==> src/dmcr_consts.vh <==
`ifndef DMCR_CONSTS_VH
`define DMCR_CONSTS_VH
// Register indices (seven-bit)
`define DMCR_IDX_FZM 7'h13
`define DMCR_IDX_MODE 7'h14
`define DMCR_IDX_ZEN 7'h15
`define DMCR_IDX_ZST 7'h16
// Filter and zero mute register fields
`define DMCR_FZM_HOLD 0
`define DMCR_FZM_ROLL 1
`define DMCR_FZM_STEREO 2
`define DMCR_FZM_MASK 8'h07
`define DMCR_FZM_RESET 8'h00
// Mode select register fields
`define DMCR_MODE_RATE_LO 0
`define DMCR_MODE_RATE_HI 1
`define DMCR_MODE_PICK 2
`define DMCR_MODE_SINGLE_CHANNEL_MODE 3
`define DMCR_MODE_BYPASS 4
`define DMCR_MODE_STREAM 5
`define DMCR_MODE_SOFT_RESET_PULSE 6
`define DMCR_MODE_MASK 8'h3f
`define DMCR_MODE_RESET 8'h00
// Zero flag enable register fields
`define DMCR_ZEN_LIN 0
`define DMCR_ZEN_PAT_LO 1
`define DMCR_ZEN_PAT_HI 2
`define DMCR_ZEN_MASK 8'h07
`define DMCR_ZEN_RESET 8'h01
// Modulator rate codes
`define DMCR_RATE_64 2'h0
`define DMCR_RATE_32 2'h1
`define DMCR_RATE_128 2'h2
`define DMCR_RATE_RSV 2'h3
// Stream zero pattern codes
`define DMCR_PAT_OFF 2'h0
`define DMCR_PAT_EVEN 2'h1
// Soft reset pulse length in cycles
`define DMCR_SOFT_RESET_PULSE_CYCLES 4'h1
`endif

==> src/dmcr_regs.v <==
`timescale 1ns/1ps
`default_nettype none
`include "dmcr_consts.vh"
module dmcr_regs
(
  input wire sys_clk,
  input wire soft_reset_pulse,
  input wire ce,
  input wire acc_valid,
  input wire acc_read,
  input wire [6:0] acc_index,
  input wire [7:0] acc_wdata,
  output reg [7:0] acc_rdata_reg,
  output reg acc_rvalid_reg,
  output reg acc_hit_reg,
  output reg acc_rw_bit_reg,
  input wire left_zero_det,
  input wire right_zero_det,
  input wire left_even_det,
  input wire right_even_det,
  input wire left_96_det,
  input wire right_96_det,
  input wire single_channel_mode_data_pin,
  input wire left_stream_pin,
  input wire right_stream_pin,
  output reg left_data_reg,
  output reg right_data_reg,
  output reg left_zero_pin,
  output reg right_zero_pin,
  output reg mute_bpz_reg,
  output wire rolloff_select,
  output wire filter_bypass,
  output wire one_bit_stream_mode,
  output wire single_channel_mode,
  output wire single_channel_mode_channel_pick,
  output wire [1:0] modulator_rate_select,
  output wire [1:0] stream_bit_clock_select,
  output wire [1:0] stream_zero_pattern,
  output wire linear_zero_flag_enable,
  output wire system_reset_pulse
);
  reg [7:0] fzm_reg;
  reg [7:0] mode_reg;
  reg [7:0] zen_reg;
  reg [7:0] fzm_next;
  reg [7:0] mode_next;
  reg [7:0] zen_next;
  reg soft_reset_pulse_trig_next;
  reg [7:0] rdata_next;
  reg hit_next;
  wire int_rst;
  wire stereo_bypass_select;
  wire zero_hold_mute_enable;
  wire wr;
  reg lz_next;
  reg rz_next;
  reg l_sel;
  reg r_sel;

  assign int_rst = soft_reset_pulse | system_reset_pulse;
  assign wr = acc_valid & ~acc_read;
  assign zero_hold_mute_enable = fzm_reg[`DMCR_FZM_HOLD];
  assign rolloff_select = fzm_reg[`DMCR_FZM_ROLL];
  assign stereo_bypass_select = fzm_reg[`DMCR_FZM_STEREO];
  assign modulator_rate_select = one_bit_stream_mode ? `DMCR_RATE_64 :
    mode_reg[`DMCR_MODE_RATE_HI:`DMCR_MODE_RATE_LO];
  assign stream_bit_clock_select = one_bit_stream_mode ?
    mode_reg[`DMCR_MODE_RATE_HI:`DMCR_MODE_RATE_LO] : `DMCR_RATE_64;
  assign single_channel_mode_channel_pick = mode_reg[`DMCR_MODE_PICK];
  assign single_channel_mode = mode_reg[`DMCR_MODE_SINGLE_CHANNEL_MODE];
  assign filter_bypass = mode_reg[`DMCR_MODE_BYPASS];
  assign one_bit_stream_mode = mode_reg[`DMCR_MODE_STREAM];
  assign linear_zero_flag_enable = zen_reg[`DMCR_ZEN_LIN];
  assign stream_zero_pattern = zen_reg[`DMCR_ZEN_PAT_HI:`DMCR_ZEN_PAT_LO];

  // Register writes, reserved bits masked
  always @*
  begin
    fzm_next = fzm_reg;
    mode_next = mode_reg;
    zen_next = zen_reg;
    soft_reset_pulse_trig_next = 1'b0;
    if (wr)
    begin
      case (acc_index)
        `DMCR_IDX_FZM: fzm_next = acc_wdata & `DMCR_FZM_MASK;
        `DMCR_IDX_MODE:
        begin
          mode_next = acc_wdata & `DMCR_MODE_MASK;
          soft_reset_pulse_trig_next = acc_wdata[`DMCR_MODE_SOFT_RESET_PULSE];
        end
        `DMCR_IDX_ZEN: zen_next = acc_wdata & `DMCR_ZEN_MASK;
        default: fzm_next = fzm_reg;
      endcase
    end
  end

  always @(posedge sys_clk)
  begin
    if (int_rst)
    begin
      fzm_reg <= `DMCR_FZM_RESET;
      mode_reg <= `DMCR_MODE_RESET;
      zen_reg <= `DMCR_ZEN_RESET;
    end
    else if (ce)
    begin
      fzm_reg <= fzm_next;
      mode_reg <= mode_next;
      zen_reg <= zen_next;
    end
  end

  // One reset pulse per soft reset write
  dmcr_pulse u_soft_reset_pulse
  (
    .sys_clk(sys_clk),
    .soft_reset_pulse(soft_reset_pulse),
    .ce(ce),
    .trig(soft_reset_pulse_trig_next),
    .pulse(system_reset_pulse)
  );

  // Zero flag generation per mode
  always @*
  begin
    lz_next = 1'b0;
    rz_next = 1'b0;
    if (one_bit_stream_mode)
    begin
      case (stream_zero_pattern)
        `DMCR_PAT_OFF:
        begin
          lz_next = 1'b0;
          rz_next = 1'b0;
        end
        `DMCR_PAT_EVEN:
        begin
          lz_next = left_even_det;
          rz_next = right_even_det;
        end
        default:
        begin
          lz_next = left_96_det;
          rz_next = right_96_det;
        end
      endcase
    end
    else if (linear_zero_flag_enable)
    begin
      lz_next = left_zero_det;
      rz_next = right_zero_det;
    end
  end

  // Input routing
  always @*
  begin
    l_sel = single_channel_mode_data_pin;
    r_sel = single_channel_mode_data_pin;
    if (one_bit_stream_mode || (filter_bypass && stereo_bypass_select))
    begin
      l_sel = left_stream_pin;
      r_sel = right_stream_pin;
    end
    if (single_channel_mode)
    begin
      l_sel = single_channel_mode_channel_pick ? r_sel : l_sel;
      r_sel = l_sel;
    end
  end

  // Readback mux
  always @*
  begin
    hit_next = 1'b1;
    rdata_next = 8'h00;
    case (acc_index)
      `DMCR_IDX_FZM: rdata_next = fzm_reg;
      `DMCR_IDX_MODE: rdata_next = mode_reg;
      `DMCR_IDX_ZEN: rdata_next = zen_reg;
      `DMCR_IDX_ZST: rdata_next = {6'h00, right_zero_pin, left_zero_pin};
      default: hit_next = 1'b0;
    endcase
  end

  always @(posedge sys_clk)
  begin
    if (int_rst)
    begin
      acc_rdata_reg <= 8'h00;
      acc_rvalid_reg <= 1'b0;
      acc_hit_reg <= 1'b0;
      acc_rw_bit_reg <= 1'b0;
      left_zero_pin <= 1'b0;
      right_zero_pin <= 1'b0;
      mute_bpz_reg <= 1'b0;
      left_data_reg <= 1'b0;
      right_data_reg <= 1'b0;
    end
    else if (ce)
    begin
      acc_rvalid_reg <= acc_valid & acc_read;
      acc_hit_reg <= acc_valid & hit_next;
      // Status index forces read mode
      acc_rw_bit_reg <= acc_read | (acc_index == `DMCR_IDX_ZST);
      if (acc_valid && acc_read)
        acc_rdata_reg <= rdata_next;
      left_zero_pin <= lz_next;
      right_zero_pin <= rz_next;
      mute_bpz_reg <= zero_hold_mute_enable & ~one_bit_stream_mode &
        left_zero_det & right_zero_det;
      left_data_reg <= mute_bpz_reg ? 1'b0 : l_sel;
      right_data_reg <= mute_bpz_reg ? 1'b0 : r_sel;
    end
  end
endmodule // dmcr_regs
`default_nettype wire

==> src/dmcr_pulse.v <==
`timescale 1ns/1ps
`default_nettype none
module dmcr_pulse
(
  input wire sys_clk,
  input wire soft_reset_pulse,
  input wire ce,
  input wire trig,
  output reg pulse
);
  always @(posedge sys_clk)
  begin
    if (soft_reset_pulse)
      pulse <= 1'b0;
    else if (ce)
      pulse <= trig;
  end
endmodule // dmcr_pulse
`default_nettype wire

==> config.mk <==
export PLATFORM = sky130hd
export DESIGN_NAME = dmcr_regs
export DESIGN_NICKNAME = d
export VERILOG_FILES = /design/src/dmcr_regs.v /design/src/dmcr_pulse.v
export VERILOG_INCLUDE_DIRS = /design/src
export SDC_FILE = /design/constraint.sdc
export NUM_CORES = 1
export LEC_CHECK = 0
export BUFFER_PORTS_ARGS = -buffer_cell sky130_fd_sc_hd__buf_2
export CAP_MARGIN = 20
export CORE_MARGIN = 2
export CORE_UTILIZATION = 50
export DETAILED_ROUTE_END_ITERATION = 8
export PLACE_DENSITY = 0.86
export SETUP_SLACK_MARGIN = 0.1
export SLEW_MARGIN = 5
export SYNTH_ARGS = -nofsm -noshare
export SYNTH_HDL_FRONTEND = slang
export SYNTH_SLANG_ARGS = --single-unit
==> constraint.sdc <==
create_clock -name sys_clk -period 2.9 [get_ports sys_clk]
set_input_delay 0.29 -clock sys_clk [delete_from_list [all_inputs] [get_ports sys_clk]]
set_output_delay 0.29 -clock sys_clk [all_outputs]
set_load 0.03 [all_outputs]
# Word-level counts from Yosys, hierarchy flattened

Cells that the tools add are included.
W data, S select, Z words.

Register bits after elaboration: 29
Bits in latches: 0
Memory bits (writable): 0
ROM bits: 0
Input bits: 29
Memories: 0

$add $sub $neg: 0
Multiply operators: 0
Divide/modulo/power cells: 0
$lt $le $gt $ge: 0
Eq/ne operators: 5
Shifts and indexed selects: 0
Muxes and demuxes: 19
Bitwise operators: 10
Reductions and logical operators: 9

Operators by type and width:

| kind                 | count |
|---|---|
| $eq A7 B5 Y1 const B | 4 |
| $pmux W6 S4          | 1 |
| $mux W1              | 14 |
| $reduce_and A3 Y1    | 3 |
| $and A1 B1 Y1        | 6 |
| $mux W2              | 2 |
| $pmux W1 S2          | 2 |
| $reduce_or A4 Y1     | 1 |
| $eq A2 B1 Y1 const B | 1 |
| $logic_and A1 B1 Y1  | 2 |
| $logic_not A2 Y1     | 1 |
| $not A1 Y1           | 2 |
| $or A1 B1 Y1         | 2 |
| $reduce_and A2 Y1    | 1 |
| $logic_or A1 B1 Y1   | 1 |

# Depth between registers and ports, before layout

Depth after elaboration: 6
Depth in mapped cells: 6
Gate-level depth less buffers: 4

# Hierarchy

From an unflattened synthesis, not the netlist that was laid out.

Cell total of the unflattened synthesis: 151
Area, all modules: 1328.8 um2

By module, submodules not included:

| module     | times used | cells an instance | area each (um2) | seq. area each (um2) |
|---|---|---|---|---|
| dmcr_regs  | 1          | 148               | 1295.0          | 520.5 |
| dmcr_pulse | 1          | 3                 | 33.8            | 20.0 |

# Worst setup path before layout

Ideal clock, no wire load.

Path kind: in2reg
Start: input acc_index[5]
End: register mode_reg[3]
Arrival time: 1.743 ns
Path slack: 1.029 ns
Stages: 6
Path buffers: 2
Path through: or4b_4 > buf_6 > or4_4 > buf_6 > mux2i_1 > nor2_1

Word-level cells in the longest chain between the ends: 2

RTL lines:

| item                               | RTL line        | RTL |
|---|---|---|
| start: declaration                 | dmcr_regs.v:11  | `input wire [6:0] acc_index,` |
| $eq A7 B5 Y1                       | dmcr_regs.v:85  | `case (acc_index)` |
| $reduce_and A3 Y1 (no source line) | --              |  |
| end signal: assignment             | dmcr_regs.v:103 | `` mode_reg <= `DMCR_MODE_RESET; `` |
| end signal: assignment             | dmcr_regs.v:109 | `mode_reg <= mode_next;` |
| end: declaration                   | dmcr_regs.v:43  | `reg [7:0] mode_reg;` |

No other way between the ends.
A chain may end at the register's enable or synchronous reset.

# Final worst setup path

Start: input acc_index[5]
End: register zen_reg[1]

Word-level cells in the longest chain between the ends: 2

RTL lines:

| item                               | RTL line        | RTL |
|---|---|---|
| $eq A7 B5 Y1                       | dmcr_regs.v:85  |  |
| $reduce_and A3 Y1 (no source line) | --              |  |
| end signal: assignment             | dmcr_regs.v:104 | `` zen_reg <= `DMCR_ZEN_RESET; `` |
| end signal: assignment             | dmcr_regs.v:110 | `zen_reg <= zen_next;` |
| end: declaration                   | dmcr_regs.v:44  | `reg [7:0] zen_reg;` |

No other way between the ends.

==> flow_metrics.env <==
export IMPL_holdPathEnd="u_soft_reset_pulse.pulse"
export IMPL_nFillCells=222
export IMPL_leakage_nw=0.7505
export IMPL_die_area_sq_mm=0.003037
export IMPL_first_pass_iters=4
export IMPL_cts_sinks=27
export IMPL_layout_common_cells="buf_2, dfxtp_1, a21oi_1, nand2_1, nor2_1"
export IMPL_cp_required_ns=3.09
export IMPL_slew_limit_headroom_pct=49.87
export IMPL_grt_antenna_before_repair=0
export IMPL_path_max_fanout=9
export IMPL_outcome="finished clean"
export IMPL_worst_slew_pin_slew_ns=0.7451
export IMPL_syn2layout_area_growth_pct=21.55
export IMPL_drv_cap=0
export IMPL_vias_per_cell=5.362
export IMPL_post_synth_cell_area_avg_sq_um=8.427
export IMPL_setup_tns_ns=0
export IMPL_drc=0
export IMPL_via_count=1260
export IMPL_max_freq_mhz=607.2
export IMPL_grt_pass1_vias=1048
export IMPL_synthCells=155
export IMPL_drt_iter0_drc=18
export IMPL_r2r_end="left_data_reg"
export IMPL_gp_congestion=0.7969
export IMPL_cts_hold_buf=0
export IMPL_cts_max_path_buffers=2
export IMPL_hold_class="in2reg"
export IMPL_yosysUniqueCellTypes=35
export IMPL_cts_setup_buffers=0
export IMPL_dpl_hpwl_um=2283
export IMPL_ios=58
export IMPL_finalNonFillerCells=235
export IMPL_r2r_start="mode_reg[5]"
export IMPL_ys_seq_area_share_pct=41.38
export IMPL_dieHeight_um=55.11
export IMPL_cts_htree_levels=1
export IMPL_skew_ns=0.007558
export IMPL_cts_clk_slew_worst_paths_ns=0.13
export IMPL_peakVddDrop_mv=0.3281
export IMPL_post_drt_wl_per_cell_um=13.16
export IMPL_postRouteAntennaNets=0
export IMPL_layout_commonest_cell="buf_2"
export IMPL_synth_top_cell_by_area="dfxtp_1"
export IMPL_cts_made_buffers=3
export IMPL_start_kind="input port"
export IMPL_drv_slew=0
export IMPL_arrival_ns=1.84
export IMPL_cts_resized=0
export IMPL_r2r_slack_ns=1.55
export IMPL_critPathKind="in2reg"
export IMPL_period_minus_slack_ns=1.647
export IMPL_start_util_pct=52.73
export IMPL_grtUsageTotal_pct=21.86
export IMPL_finalCritPeriodShare_pct=56.79
export IMPL_post_route_util_pct=64.09
export IMPL_diodes=0
export IMPL_drive_above_1_share_pct=32.20
export IMPL_hold_depth=2
export IMPL_cts_tree="done"
export IMPL_grt_pass1_wl_um=4705
export IMPL_root_buffer="clkbuf_4"
export IMPL_hold_start="soft_reset_pulse"
export IMPL_rsz0062_at_grt="false"
export IMPL_mappedNetlistArea_sq_mm=0.001306
export IMPL_die_w_um=55.11
export IMPL_finalNetCount=235
export IMPL_yosys_warnings=0
export IMPL_wirelength_um=3092
export IMPL_ys_ff_latch=27
export IMPL_rr_worst_depth=4
export IMPL_synth_top_area_share_pct=41.38
export IMPL_cellPowerDensity_mw_per_mm2=390.8
export IMPL_grt_start_max_net_pins=22
export IMPL_insertion_delay_ns=0.33
export IMPL_synthTopCellsByArea="dfxtp_1, mux2i_1, a21oi_1"
export IMPL_end_kind="register"
export IMPL_core_sq_mm=0.002477
export IMPL_place_inst=231
export IMPL_overflow=0
export IMPL_rows=18
export IMPL_setup_viol=0
export IMPL_portBuffers=54
export IMPL_hold_violations=0
export IMPL_startpoint="acc_index[5]"
-- metal layers --
| metal | GRT usage [%] | wire (um) | vias to the layer above |
|---|---|---|---|
| met5 | 0 | 0 | - |
| met4 | 6.911 | 31 | 0 |
| met1 | 29.00 | 1443 | 564 |
| met2 | 35.12 | 1428 | 39 |
| met3 | 5.108 | 189 | 4 |
| li1 | - | - | 653 |
-- cell usage after synthesis --
cell and n:
nand3_1 8, nand4_1 1, buf_4 2, a21oi_1 17, nor4_1 1, nor4_2 1
o211ai_1 1, inv_1 4, mux2_2 3, a41o_1 1, nand3b_1 2, a22oi_1 5
or4_4 1, a21bo_2 1, and2_1 2, o2bb2ai_1 1, a211oi_1 3, conb_1 1
nor2_2 1, nand2_1 16, dfxtp_1 27, nand2b_1 2, or4b_4 1, nor2_1 16
buf_6 2, or2_2 1, a21boi_0 1, o21ai_0 8, nor3_1 3, mux2i_1 10
clkbuf_1 5, nor2b_1 3, a311o_1 1, a2bb2oi_1 1, and3_1 2
-- how the worst max path moves through the flow --
stage,to,slack [ns],cells past startpoint
5_1_grt,zen_reg[1],1.14,4
4_1_cts,zen_reg[2],1.24,4
2_1_floorplan,mode_reg[3],1.03,6
3_3_place_gp,zen_reg[1],0.93,4
3_5_place_dp,zen_reg[2],0.88,4
6_report,zen_reg[1],1.25,4
-- worst max-delay path: stages --
cell and delay, ns:
buf_2 0.10, or4b_4 0.60, nor4_1 0.65, o21ai_0 0.19
-- kinds of logic (layout without fill, tap and decap cells) --
logic type / count (synthesis) / after routing / share of synthesized area, %
AO/OA/AOI/OAI: 40 / 40 / 18.97
buffers and inverters: 13 / 62 / 5.459
multiplexers: 13 / 13 / 10.25
flip-flops: 27 / 27 / 41.38
AND/OR/NAND/NOR: 61 / 61 / 23.66
other: 1 / 2 / 0.2871
-- power breakdown --
part           switching, mW  leakage [nW]  internal, mW
Combinational         0.0490         0.517        0.0286
Clock                  0.110        0.0150        0.0540
Sequential           0.00277         0.219         0.376
Total                  0.162         0.750         0.459
-- stage by stage --
stage | cell area, sq um | setup slack, ns | hold slack (ns) | power (mW)
6_report | 1588 | 1.253 | 0.1297 | 0.6205
5_1_grt | 1588 | 1.144 | 0.1140 | 0.6482
4_1_cts | 1588 | 1.240 | 0.1266 | 0.6206
3_5_place_dp | 1562 | 0.8785 | 0.4506 | 0.4644
3_3_place_gp | 1562 | 0.9267 | 0.4425 | 0.4633
2_1_floorplan | 1310 | 1.029 | 0.3569 | 0.4337
-- cell type report --
| class | count | area (sq um) | area share [%] |
|---|---|---|---|
| Timing Repair Buffer | 54 | 270.3 | 17.02 |
| Inverter | 4 | 15.01 | 0.9456 |
| Tap cell | 30 | 37.54 | 2.364 |
| Multi-Input combinational cell | 116 | 698.2 | 43.97 |
| Sequential cell | 27 | 540.5 | 34.04 |
| Clock buffer | 4 | 26.28 | 1.655 |
(Power assumes the default switching activity.)
